--- src/design/i2c_crc_pkg.sv ---
// constants, types and crc helpers for the crc-protected i2c register slave
// Overview of operation
// - random write stores bytes from given address
// - random read returns bytes from given address
// - read without address resumes at last address
// - slave address lsb selects frame type
// - even address plain, odd address crc protected
// - frame types mix freely, handled per address
// - memory address byte is first byte location
// - msb first, low byte before high byte
// - length nibble holds byte count minus one
// - crc read max 16, write max 4
// - plain frames run on without limit
// - checksums follow bus bit and byte order
// - crc4 polynomial 0x03, start value 0x0f
// - crc8 polynomial 0xd5, start value 0xff
// - checksum mismatch sets crc error event bit
// - default addresses 0x6c plain, 0x6d crc
// - bytes from 0x2e give temperature, pressure, status
package i2c_crc_pkg;

    // even slave address, the odd one is the next address
    localparam logic [6:0] SLAVE_ADDR = 7'h6c;

    // checksum generators and start values
    localparam logic [3:0] CRC4_POLY = 4'h3;
    localparam logic [3:0] CRC4_INIT = 4'hf;
    localparam logic [7:0] CRC8_POLY = 8'hd5;
    localparam logic [7:0] CRC8_INIT = 8'hff;

    // measurement words mapped into the byte space
    localparam logic [7:0] ADDR_TEMP = 8'h2e;
    localparam logic [7:0] ADDR_PRESS = 8'h30;
    localparam logic [7:0] ADDR_STATUS = 8'h32;

    // largest protected write, and filler after a protected read
    localparam logic [3:0] WR_MAX_BYTES = 4'h4;
    localparam logic [7:0] IDLE_BYTE = 8'hff;

    typedef enum logic [5:0] {
        ST_IDLE = 6'h01,
        ST_RX = 6'h02,
        ST_RXD = 6'h04,
        ST_ACK = 6'h08,
        ST_TX = 6'h10,
        ST_MACK = 6'h20
    } state_t;

    // one serial step of the 4-bit checksum
    function automatic logic [3:0] crc4_step(input logic [3:0] c,
                                             input logic b);
        crc4_step = {c[2:0], 1'b0} ^ ((c[3] ^ b) ? CRC4_POLY : 4'h0);
    endfunction

    // one serial step of the 8-bit checksum
    function automatic logic [7:0] crc8_step(input logic [7:0] c,
                                             input logic b);
        crc8_step = {c[6:0], 1'b0} ^ ((c[7] ^ b) ? CRC8_POLY : 8'h00);
    endfunction

endpackage

--- src/design/i2c_crc_slave.sv ---
// i2c register slave with plain and crc protected frame types
`timescale 1ns/100ps
module i2c_crc_slave (
    // clock and reset
    input wire logic clock,
    input wire logic resetn,
    // i2c pins, sda is open drain
    input wire logic scl_i,
    input wire logic sda_i,
    output logic sda_o,
    output logic sda_oe,
    // byte memory, read data is combinational from mem_addr
    output logic [7:0] mem_addr,
    input wire logic [7:0] mem_rdata,
    output logic mem_we,
    output logic [7:0] mem_waddr,
    output logic [7:0] mem_wdata,
    // measurement words
    input wire logic [15:0] temp_word,
    input wire logic [15:0] press_word,
    input wire logic [15:0] status_word,
    // checksum error event
    input wire logic crc_err_clr,
    output logic crc_err
);
    import i2c_crc_pkg::*;

    logic scl_m_q, scl_s_q, scl_p_q;
    logic sda_m_q, sda_s_q, sda_p_q;
    i2c_crc_pkg::state_t st_q;
    logic [3:0] bit_q;
    logic [7:0] sh_q;
    logic oe_q, ack_q;
    logic [1:0] bidx_q;
    logic crcm_q, rw_q, hbad_q;
    logic [4:0] dcnt_q;
    logic [3:0] len_q;
    logic [7:0] base_q, ptr_q;
    logic [2:0] cmt_q;
    logic [1:0] widx_q;
    logic [7:0] wbuf_q [4];
    logic we_q;
    logic [7:0] waddr_q, wdata_q;
    logic [3:0] crc4_q;
    logic [7:0] crc8_q;
    logic err_q;

    // pins pass three flops; the first stage feeds nothing but the second
    always_ff @(posedge clock) begin
        if (!resetn) begin
            scl_m_q <= 1'b1;
            scl_s_q <= 1'b1;
            scl_p_q <= 1'b1;
            sda_m_q <= 1'b1;
            sda_s_q <= 1'b1;
            sda_p_q <= 1'b1;
        end else begin
            scl_m_q <= scl_i;
            scl_s_q <= scl_m_q;
            scl_p_q <= scl_s_q;
            sda_m_q <= sda_i;
            sda_s_q <= sda_m_q;
            sda_p_q <= sda_s_q;
        end
    end

    // bus events seen on the synchronised levels
    wire scl_rise = scl_s_q & ~scl_p_q;
    wire scl_fall = ~scl_s_q & scl_p_q;
    wire scl_high = scl_s_q & scl_p_q;
    wire start_c = scl_high & sda_p_q & ~sda_s_q;
    wire stop_c = scl_high & ~sda_p_q & sda_s_q;

    // byte decode at the eighth data bit
    wire [7:0] bval = {sh_q[6:0], sda_s_q};
    wire byte_done = (st_q == ST_RX) & scl_rise & (bit_q == 4'h7);
    wire addr_hit = bval[7:2] == SLAVE_ADDR[6:1];
    wire is_addr = byte_done & (bidx_q == 2'h0);
    wire is_mem = byte_done & (bidx_q == 2'h1);
    wire is_len = byte_done & (bidx_q == 2'h2) & crcm_q;
    wire is_data = byte_done &
                   ((bidx_q == 2'h3) | ((bidx_q == 2'h2) & ~crcm_q));
    wire tx_load = (st_q == ST_ACK) & scl_fall & rw_q;

    // length field counts bytes minus one
    wire [4:0] lenp1 = {1'b0, len_q} + 5'h01;
    wire in_data = dcnt_q < lenp1;
    wire at_crc = dcnt_q == lenp1;
    wire crc4_bad = bval[3:0] != crc4_q;
    wire crc8_bad = bval != crc8_q;
    wire crc_byte = is_data & crcm_q & at_crc;
    wire err_set = (is_len & crc4_bad) | (crc_byte & crc8_bad);
    // a protected write lands only with both checksums good
    wire commit_go = crc_byte & ~crc8_bad & ~hbad_q &
                     (len_q < WR_MAX_BYTES);
    wire buf_wr = is_data & crcm_q & in_data &
                  (dcnt_q < {1'b0, WR_MAX_BYTES});

    // measurement words overlay the byte memory, low byte at even address
    wire hit_t = ptr_q[7:1] == ADDR_TEMP[7:1];
    wire hit_p = ptr_q[7:1] == ADDR_PRESS[7:1];
    wire hit_s = ptr_q[7:1] == ADDR_STATUS[7:1];
    wire [15:0] rd_word = hit_t ? temp_word :
                          (hit_p ? press_word : status_word);
    // odd start addresses are not guarded, they just read the high byte
    wire [7:0] rd_byte = ~(hit_t | hit_p | hit_s) ? mem_rdata :
                         (ptr_q[0] ? rd_word[15:8] : rd_word[7:0]);
    wire [7:0] tx_data = (~crcm_q | in_data) ? rd_byte :
                         (at_crc ? crc8_q : IDLE_BYTE);

    // checksum enables, bit for bit as on the wire; the header check starts
    // at the memory address, the slave address byte is left out of it
    wire c4_en = (st_q == ST_RX) & scl_rise &
                 ((bidx_q == 2'h1) | ((bidx_q == 2'h2) & ~bit_q[2]));
    wire c8_rx = (st_q == ST_RX) & scl_rise & crcm_q & ~rw_q &
                 (bidx_q == 2'h3) & in_data;
    wire c8_tx = (st_q == ST_TX) & scl_rise & crcm_q & (dcnt_q <= lenp1);

    // bit engine; a start in any state restarts the frame
    always_ff @(posedge clock) begin
        if (!resetn) begin
            st_q <= ST_IDLE;
            bit_q <= 4'h0;
            sh_q <= 8'h00;
            oe_q <= 1'b0;
            ack_q <= 1'b0;
        end else if (start_c) begin
            st_q <= ST_RX;
            bit_q <= 4'h0;
            oe_q <= 1'b0;
        end else if (stop_c) begin
            st_q <= ST_IDLE;
            oe_q <= 1'b0;
        end else begin
            case (st_q)
                ST_RX: if (scl_rise) begin
                    sh_q <= bval;
                    bit_q <= bit_q + 4'h1;
                    if (bit_q == 4'h7) begin
                        st_q <= ST_RXD;
                        ack_q <= (bidx_q != 2'h0) | addr_hit;
                    end
                end
                ST_RXD: if (scl_fall) begin
                    oe_q <= ack_q;
                    st_q <= ack_q ? ST_ACK : ST_IDLE;
                end
                ST_ACK: if (scl_fall) begin
                    bit_q <= 4'h0;
                    if (rw_q) begin
                        sh_q <= tx_data;
                        oe_q <= ~tx_data[7];
                        st_q <= ST_TX;
                    end else begin
                        oe_q <= 1'b0;
                        st_q <= ST_RX;
                    end
                end
                ST_TX: if (scl_rise) begin
                    bit_q <= bit_q + 4'h1;
                end else if (scl_fall) begin
                    if (bit_q == 4'h8) begin
                        oe_q <= 1'b0;
                        st_q <= ST_MACK;
                    end else begin
                        sh_q <= {sh_q[6:0], 1'b0};
                        oe_q <= ~sh_q[6];
                    end
                end
                // master nack ends the read, ack fetches the next byte
                ST_MACK: if (scl_rise) begin
                    st_q <= sda_s_q ? ST_IDLE : ST_ACK;
                end
                default: st_q <= ST_IDLE;
            endcase
        end
    end

    // frame decode, address pointer and memory writes
    always_ff @(posedge clock) begin
        if (!resetn) begin
            bidx_q <= 2'h0;
            crcm_q <= 1'b0;
            rw_q <= 1'b0;
            hbad_q <= 1'b0;
            dcnt_q <= 5'h00;
            len_q <= 4'h0;
            base_q <= 8'h00;
            ptr_q <= 8'h00;
            cmt_q <= 3'h0;
            widx_q <= 2'h0;
            we_q <= 1'b0;
            waddr_q <= 8'h00;
            wdata_q <= 8'h00;
        end else begin
            we_q <= 1'b0;
            if (start_c) begin
                bidx_q <= 2'h0;
                hbad_q <= 1'b0;
                dcnt_q <= 5'h00;
            end
            if (is_addr & addr_hit) begin
                crcm_q <= bval[1];
                rw_q <= bval[0];
                bidx_q <= 2'h1;
                dcnt_q <= 5'h00;
                if (bval[0]) begin
                    ptr_q <= base_q;
                end
            end
            if (is_mem) begin
                base_q <= bval;
                ptr_q <= bval;
                bidx_q <= 2'h2;
            end
            if (is_len) begin
                len_q <= bval[7:4];
                hbad_q <= crc4_bad;
                bidx_q <= 2'h3;
            end
            // plain write goes straight out and never runs out of room
            if (is_data & ~crcm_q) begin
                we_q <= 1'b1;
                waddr_q <= ptr_q;
                wdata_q <= bval;
                ptr_q <= ptr_q + 8'h01;
            end
            if (is_data & crcm_q & (dcnt_q <= lenp1)) begin
                dcnt_q <= dcnt_q + 5'h01;
            end
            if (commit_go) begin
                cmt_q <= {1'b0, len_q[1:0]} + 3'h1;
                widx_q <= 2'h0;
            end
            // read pointer advances with every data byte handed out
            if (tx_load) begin
                if (~crcm_q | in_data) begin
                    ptr_q <= ptr_q + 8'h01;
                end
                if (crcm_q & (dcnt_q <= lenp1)) begin
                    dcnt_q <= dcnt_q + 5'h01;
                end
            end
            // buffered write drains one byte a clock, starting right after the crc byte's eighth bit is sampled
            if (cmt_q != 3'h0) begin
                we_q <= 1'b1;
                waddr_q <= ptr_q;
                wdata_q <= wbuf_q[widx_q];
                ptr_q <= ptr_q + 8'h01;
                widx_q <= widx_q + 2'h1;
                cmt_q <= cmt_q - 3'h1;
            end
        end
    end

    // protected write data waits here until its crc8 is checked
    always_ff @(posedge clock) begin
        if (!resetn) begin
            for (int i = 0; i < 4; i++) begin
                wbuf_q[i] <= 8'h00;
            end
        end else if (buf_wr) begin
            wbuf_q[dcnt_q[1:0]] <= bval;
        end
    end

    // checksums run serially over the bits as they pass scl high
    always_ff @(posedge clock) begin
        if (!resetn) begin
            crc4_q <= CRC4_INIT;
            crc8_q <= CRC8_INIT;
        end else if (start_c) begin
            crc4_q <= CRC4_INIT;
            crc8_q <= CRC8_INIT;
        end else begin
            if (c4_en) begin
                crc4_q <= crc4_step(crc4_q, sda_s_q);
            end
            if (c8_rx | c8_tx) begin
                crc8_q <= crc8_step(crc8_q, sda_s_q);
            end
        end
    end

    // sticky error event; a new error in the clear cycle survives
    always_ff @(posedge clock) begin
        if (!resetn) begin
            err_q <= 1'b0;
        end else if (err_set) begin
            err_q <= 1'b1;
        end else if (crc_err_clr) begin
            err_q <= 1'b0;
        end
    end

    // outputs; sda only ever pulls low
    assign sda_o = 1'b0;
    assign sda_oe = oe_q;
    assign mem_addr = ptr_q;
    assign mem_we = we_q;
    assign mem_waddr = waddr_q;
    assign mem_wdata = wdata_q;
    assign crc_err = err_q;
endmodule

--- config.mk ---
export PLATFORM = sky130hd
export DESIGN_NAME = i2c_crc_slave
export DESIGN_NICKNAME = d
export VERILOG_FILES = /design/src/design/i2c_crc_pkg.sv /design/src/design/i2c_crc_slave.sv
export SDC_FILE = /design/constraint.sdc
export NUM_CORES = 1
export LEC_CHECK = 0
export BUFFER_PORTS_ARGS = -buffer_cell sky130_fd_sc_hd__buf_2
export CORE_ASPECT_RATIO = 0.8
export CORE_MARGIN = 8
export CORE_UTILIZATION = 58
export DETAILED_ROUTE_END_ITERATION = 8
export HOLD_SLACK_MARGIN = 0.1
export PLACE_DENSITY = 0.85
export SYNTH_ARGS = -nofsm -noshare
export SYNTH_HDL_FRONTEND = slang
export SYNTH_SLANG_ARGS = --single-unit
--- constraint.sdc ---
create_clock -name clock -period 3.3 [get_ports clock]
set_input_delay 0.66 -clock clock [delete_from_list [all_inputs] [get_ports clock]]
set_output_delay 0.66 -clock clock [all_outputs]
set_load 0.01 [all_outputs]
==> impl_metrics.env, run 1 <==
export IMPL_clockBufferDepth=2
export IMPL_seq_area_frac_synth_pct=41.6
export IMPL_cts_clk_slew_worst_paths_ns=0.05
export IMPL_clk_latency_ns=0.42
export IMPL_ys_types=68
export IMPL_crit_type="reg2reg"
export IMPL_wirelength_mm=19.0
export IMPL_async_flop_share_pct=0
export IMPL_num_rows=35
export IMPL_cts_tree="yes"
export IMPL_vias=6054
export IMPL_max_cap_violations=0
export IMPL_port_buffers=87
export IMPL_nNetsFinal=872
export IMPL_critPathLaunchType="flip-flop"
export IMPL_drc_errors=0
export IMPL_die_h_um=112
export IMPL_required_ns=3.41
export IMPL_core_area_mm2=0.0114
export IMPL_finalSetupViolations=0
export IMPL_cts_max_level=4
export IMPL_syn_area_per_cell_um2=9.30
export IMPL_cts_setup_buffers=0
export IMPL_ir_drop_mv=0.359
export IMPL_syn_num_nets=797
export IMPL_slew_headroom_pct=37.0
export IMPL_overflow=0
export IMPL_arrival_ns=3.24
export IMPL_slew_violations=0
export IMPL_total_leakage_power_uw=0.00292
export IMPL_routed_via_density=6.31
export IMPL_start_util_pct=58.9
export IMPL_crit_fanout=9
export IMPL_netlist_area_mm2=0.00673
export IMPL_synth_edf_count=32
export IMPL_crit_path_end_kind="flip-flop"
export IMPL_diodes=0
export IMPL_tightest_slew_ns=0.941
export IMPL_fin_setup_tns_ns=0
export IMPL_wl_per_cell_um=19.8
export IMPL_pin_count=89
export IMPL_grt_pass1_wl_mm=30.7
export IMPL_drive_above_1_share_pct=20.3
export IMPL_finalPower_uw=3490
export IMPL_drtPass1Iterations=5
export IMPL_timing_final_crit_share_pct=94.8
export IMPL_grt_pass1_vias=6196
export IMPL_yosys_most_used_dff="dfxtp_1"
export IMPL_max_freq_ghz=0.320
export IMPL_track_usage_pct=25.1
export IMPL_status="completed"
export IMPL_period_minus_slack_ns=3.13
export IMPL_gp_congestion=0.905
export IMPL_numCtsBuffers=17
export IMPL_grt_max_degree=41
export IMPL_powerDensity_mw_per_mm2=446
export IMPL_ys_seq_elements=124
export IMPL_cts_root_buf="clkbuf_16"
export IMPL_syn_to_final_growth_pct=16.2
export IMPL_skew_ns=0.00968
export IMPL_ant_nets=0
export IMPL_yosysTopAreaCellShare_pct=27.4
export IMPL_hold_viol_final=0
export IMPL_syn_inst=724
export IMPL_hp_class="reg2reg"
export IMPL_hold_buffers=0
export IMPL_drt_iter0_markers=651
export IMPL_ctsResizeCount=0
export IMPL_rsz0062_at_grt="no"
export IMPL_antenna_found_initial=0
export IMPL_die_area_mm2=0.0153
export IMPL_synthTopCellsByArea="dfxtp_1 (27%), edfxtp_1 (14%), nand2_1 (5.6%)"
export IMPL_synth_warning_count=0
export IMPL_cts_sinks=124
export IMPL_die_x_um=136
export IMPL_hpwl_mm=13.5
export IMPL_yosysTopAreaCell="dfxtp_1"
==> cell usage after synthesis, drive strengths merged (12+ instances only) <==
cell type	count
a21oi	50
and2	38
buf	12
clkbuf	35
dfxtp	92
edfxtp	32
ha	12
inv	13
mux2i	33
mux4	15
nand2	100
nand2b	18
nand3	16
nor2	49
nor2b	13
nor3	17
o21ai	27
xnor2	13
xor2	16
==> stage by stage <==
step | hold slack (ns) | std cells | setup WS (ns) | instance area, µm² | utilization [%]
finish | 0.412 | 959 | 0.173 | 7830 | 68.5
global placement | 0.401 | 928 | 0.415 | 7260 | 63.5
global route | 0.434 | 959 | 0.0106 | 7830 | 68.5
floorplan | 0.386 | 724 | 0.571 | 6730 | -
CTS | 0.416 | 959 | 0.0671 | 7820 | 68.4
detailed placement | 0.401 | 928 | 0.156 | 7260 | 63.5
==> final cells by class <==
cell class                      instances  area (µm²)
Clock buffer                           25         495
Clock inverter                          6        63.8
Fill cell                             783        3600
Inverter                               13        48.8
Multi-Input combinational cell        540        3680
Sequential cell                       124        2800
Tap cell                              148         185
Timing Repair Buffer                  103         556
==> path summary, 6_finish.rpt <==
path | from | end | slack [ns] | cells past startpoint
worst max-delay path | len_q[2]$_SDFFE_PN0P_ | wbuf_q[2][3]$_SDFFCE_PN0P_ | 0.17 | 9
worst min-delay path | sda_m_q$_SDFF_PN1_ | sda_s_q$_SDFF_PN1_ | 0.41 | 1
worst max register to register | len_q[2]$_SDFFE_PN0P_ | wbuf_q[2][3]$_SDFFCE_PN0P_ | 0.17 | 9
worst min register to register | sda_m_q$_SDFF_PN1_ | sda_s_q$_SDFF_PN1_ | 0.41 | 1
==> cells by family (layout without fill, tap and decap cells) <==
logic type	after synthesis	count (layout)	synth area share [%]
compound gates	148	148	15.0
flops	124	124	41.6
other cells	1	1	0.0557
xor+xnor	29	29	3.77
buf+inv	60	147	3.88
fa+ha+maj	12	12	2.23
mux	48	48	9.92
simple gates	302	302	23.5
==> power by group <==
part | switching [µW] | internal [µW] | total, µW
combinational | 69.2 | 56.6 | 126
sequential | 11.1 | 1580 | 1590
clock | 668 | 1110 | 1780
total | 748 | 2750 | 3490
==> critical path, cell delays in order (launching register included) <==
cell      delay [ns]
dfxtp_1         0.44
nand3_1         0.13
xor2_1          0.17
ha_1            0.30
a21o_1          0.17
a21oi_1         0.37
and2_1          0.23
and4_1          0.36
and3_1          0.36
nand2b_2        0.30
==> cells in the final DEF (no fill, tap or decap), types with 3 or more instances in the layout <==
| master | instances |
|---|---|
| nand4b_1 | 5 |
| nand2b_1 | 17 |
| o21a_1 | 3 |
| and3_1 | 8 |
| ha_1 | 12 |
| inv_1 | 13 |
| clkinvlp_4 | 3 |
| a211oi_1 | 9 |
| buf_2 | 87 |
| nor4_1 | 7 |
| nor2_1 | 48 |
| o211ai_1 | 4 |
| a211o_1 | 9 |
| dfxtp_1 | 92 |
| mux2i_1 | 33 |
| mux4_2 | 15 |
| nor2b_1 | 13 |
| a311oi_1 | 8 |
| xor2_1 | 16 |
| nor3_1 | 14 |
| a21o_1 | 10 |
| clkbuf_16 | 17 |
| edfxtp_1 | 32 |
| a21oi_1 | 49 |
| nand2_1 | 100 |
| and2_1 | 38 |
| clkbuf_1 | 4 |
| buf_4 | 16 |
| a31oi_1 | 8 |
| nand3_1 | 16 |
| nand4_1 | 8 |
| clkbuf_8 | 4 |
| xnor2_1 | 13 |
| nor3b_1 | 8 |
| o21ai_0 | 24 |
| nand3b_1 | 3 |
==> registers in the layout, summed over array words and instances (netlist names), 2 cells and up, named ones only <==
| signal | cells |
|---|---|
| mem_wdata | 8 |
| st_q | 6 |
| mem_waddr | 8 |
| sh_q | 7 |
| base_q | 8 |
| crc8_q | 8 |
| wbuf_q | 32 |
| widx_q | 2 |
| crc4_q | 4 |
| cmt_q | 3 |
| dcnt_q | 5 |
| bit_q | 4 |
| len_q | 4 |
| mem_addr | 8 |
| bidx_q | 2 |
==> metal layers <==
| metal | GRT usage [%] | vias up | part of all wire, % |
|---|---|---|---|
| li1 | - | 2755 | - |
| met1 | 29.9 | 2842 | 38 |
| met2 | 40.6 | 398 | 48 |
| met3 | 7.23 | 57 | 11 |
| met4 | 11.7 | 2 | 3.0 |
| met5 | 1.73 | - | 0.18 |
Note: power is estimated with default switching activity, not from simulation.
==> run 2, diff against run 1 <==
--- a/config.mk
+++ b/config.mk
@@ -5,13 +5,14 @@
 export SDC_FILE = /design/constraint.sdc
 export NUM_CORES = 1
 export LEC_CHECK = 0
+export ABC_AREA = 1
 export BUFFER_PORTS_ARGS = -buffer_cell sky130_fd_sc_hd__buf_2
 export CORE_ASPECT_RATIO = 0.8
 export CORE_MARGIN = 8
-export CORE_UTILIZATION = 58
+export CORE_UTILIZATION = 50
 export DETAILED_ROUTE_END_ITERATION = 8
 export HOLD_SLACK_MARGIN = 0.1
-export PLACE_DENSITY = 0.85
+export PLACE_DENSITY = 0.76
 export SYNTH_ARGS = -nofsm -noshare
 export SYNTH_HDL_FRONTEND = slang
 export SYNTH_SLANG_ARGS = --single-unit
==> impl_metrics.env, run 2 <==
export IMPL_finalPower_uw=4970
export IMPL_ir_drop_mv=0.353
export IMPL_critical_path_max_stage_delay_ns=1.01
export IMPL_hp_class="reg2reg"
export IMPL_syn_inst=943
export IMPL_crit_type="reg2reg"
export IMPL_yosysTopAreaCell="dfxtp_1"
export IMPL_critPathLaunchType="flip-flop"
export IMPL_drc_errors=0
export IMPL_utilization_pct=59.3
export IMPL_yosys_most_used_dff="dfxtp_1"
export IMPL_die_area_mm2=0.0178
export IMPL_grt_pass1_wl_mm=30.9
export IMPL_nFillCells=1265
export IMPL_seq_area_frac_synth_pct=40.6
export IMPL_die_x_um=147
export IMPL_cts_setup_buffers=0
export IMPL_slew_violations=0
export IMPL_reg2reg_slack_ns=0.42
export IMPL_powerDensity_mw_per_mm2=620
export IMPL_ctsResizeCount=0
export IMPL_start_util_pct=51.1
export IMPL_status="completed"
export IMPL_nNetsFinal=1101
export IMPL_synth_common_cells="nand2_1 (188), inv_1 (102), nor2_1 (97)"
export IMPL_place_ws_ns=0.492
export IMPL_hpwl_mm=13.2
export IMPL_cts_sinks=124
export IMPL_largest_reg_flops=32
export IMPL_arrival_ns=3.20
export IMPL_crit_fanout=12
export IMPL_max_cap_violations=0
export IMPL_final_cell_mix="nand2_1 (188), inv_1 (102), nor2_1 (97), dfxtp_1 (92), buf_2 (87)"
export IMPL_ys_types=42
export IMPL_yosysTopAreaCellShare_pct=26.7
export IMPL_cts_clk_slew_worst_paths_ns=0.06
export IMPL_numCtsBuffers=17
export IMPL_regMostFlops="wbuf_q"
export IMPL_drt_iter0_markers=513
export IMPL_async_flop_share_pct=0
export IMPL_period_minus_slack_ns=2.88
export IMPL_netlist_area_mm2=0.00690
export IMPL_diodes=0
export IMPL_antenna_found_initial=0
export IMPL_total_leakage_power_uw=0.00355
export IMPL_timing_final_crit_share_pct=87.2
export IMPL_gp_congestion=0.885
export IMPL_port_buffers=87
export IMPL_crit_chain="ha_1 > xnor2_1 > ha_1 > nand2_1 > inv_1 > o21ai_0 > nand3_1 > o21ai_0 > nand2_1 > o211ai_1"
export IMPL_dp_cells=1189
export IMPL_syn_num_nets=1016
export IMPL_final_cells=1221
export IMPL_grt_pass1_vias=6267
export IMPL_crit_path_top_delay_cell="o21ai_0"
export IMPL_clk_latency_ns=0.42
export IMPL_syn_to_final_growth_pct=16.2
export IMPL_pin_count=89
export IMPL_tightest_slew_ns=1.20
export IMPL_cts_root_buf="clkbuf_16"
export IMPL_num_rows=38
export IMPL_grt_max_degree=43
export IMPL_drive_above_1_share_pct=18.5
export IMPL_wirelength_mm=18.5
export IMPL_drtPass1Iterations=5
export IMPL_core_area_mm2=0.0135
export IMPL_max_freq_ghz=0.348
export IMPL_die_h_um=121
export IMPL_cts_tree="yes"
export IMPL_routed_via_density=5.40
export IMPL_fin_setup_tns_ns=0
export IMPL_layout_commonest_cell="nand2_1"
export IMPL_synthTopCellsByArea="dfxtp_1 (27%), edfxtp_1 (14%), nand2_1 (10%)"
export IMPL_hold_buffers=0
export IMPL_synth_most_common_cell="nand2_1"
export IMPL_synth_edf_count=32
export IMPL_cp_buffers_inverters=1
export IMPL_crit_path_end_kind="flip-flop"
export IMPL_slew_headroom_pct=19.3
export IMPL_syn_area_per_cell_um2=7.31
export IMPL_rsz0062_at_grt="no"
export IMPL_crit_family="compound AO/OA/AOI/OAI gates"
export IMPL_skew_ns=0.00921
export IMPL_ys_seq_elements=124
export IMPL_wl_per_cell_um=15.2
export IMPL_hold_viol_final=0
export IMPL_worst_slack_ns=0.423
export IMPL_required_ns=3.62
export IMPL_finalSetupViolations=0
export IMPL_cts_max_level=4
export IMPL_overflow=0
export IMPL_track_usage_pct=21.4
export IMPL_clockBufferDepth=2
export IMPL_vias=6596
export IMPL_ant_nets=0
export IMPL_synth_warning_count=0
## run 2: changes by cell type in the layout (fill, tap and decap cells not counted), sizes merged, moves of 13 or more
cell    change
and2       -38
inv       +107
nor2       +67
nand2b     -18
mux4       -15
nor2b      -13
nand3      +60
o21ai      +61
nand2     +100
mux2i      -33
a21oi      +28
## run 2: cells by family (layout without fill, tap and decap cells)
group	after synthesis	after routing	synth area share (%)
other	1	1	0.0544
DFF	124	124	40.6
xor gates and xnor gates	19	19	2.41
adders and majority gates	12	12	2.18
AOI/OAI and AO/OA	212	212	17.1
buffers and inverters	151	249	8.94
and+or+nand+nor	424	424	28.7
## run 2: cell type report
type                            count  area [µm²]  area share, %
Sequential cell                   124        2800           35.0
Tap cell                          180         225           2.81
Inverter                          119         447           5.57
Clock buffer                       18         429           5.36
Multi-Input combinational cell    668        3480           43.4
Timing Repair Buffer               98         518           6.46
Clock inverter                     14         113           1.41
## run 2: path summary, 6_finish.rpt
| path | startpoint | to | cells after the start |
|---|---|---|---|
| max | len_q[0]$_SDFFE_PN0P_ | crc8_q[7]$_SDFFE_PP1P_ | 10 |
| max reg2reg | len_q[0]$_SDFFE_PN0P_ | crc8_q[7]$_SDFFE_PP1P_ | 10 |
| min reg2reg | sda_m_q$_SDFF_PN1_ | sda_s_q$_SDFF_PN1_ | 1 |
| min | sda_m_q$_SDFF_PN1_ | sda_s_q$_SDFF_PN1_ | 1 |
## run 2: per-layer routing
metal  wire length, µm  GRT usage (%)  up-vias
li1                  -              -     3304
met2              8350           33.4      266
met3              1460           5.78       34
met4               385           8.71        0
met1              8350           27.7     2992
met5                 0              0        -
## run 2: worst register-to-register path, cell delays in order, from the launching register on
cell,delay (ns)
dfxtp_1,0.34
ha_1,0.25
xnor2_1,0.14
ha_1,0.29
nand2_1,0.06
inv_1,0.03
o21ai_0,0.16
nand3_1,0.24
o21ai_0,1.01
nand2_1,0.13
o211ai_1,0.14
## run 2: stage by stage
| stage | area, µm² | hold WS [ns] |
|---|---|---|
| 2_1_floorplan | 6900 | 0.393 |
| 3_3_place_gp | 7470 | 0.397 |
| 3_5_place_dp | 7470 | 0.400 |
| 4_1_cts | 8010 | 0.414 |
| 5_1_grt | 8010 | 0.418 |
| 6_report | 8010 | 0.414 |
## run 2: power breakdown
group	switching, µW	internal [µW]	total, µW
clock network	747	974	1720
registers	158	1750	1900
logic	883	466	1350
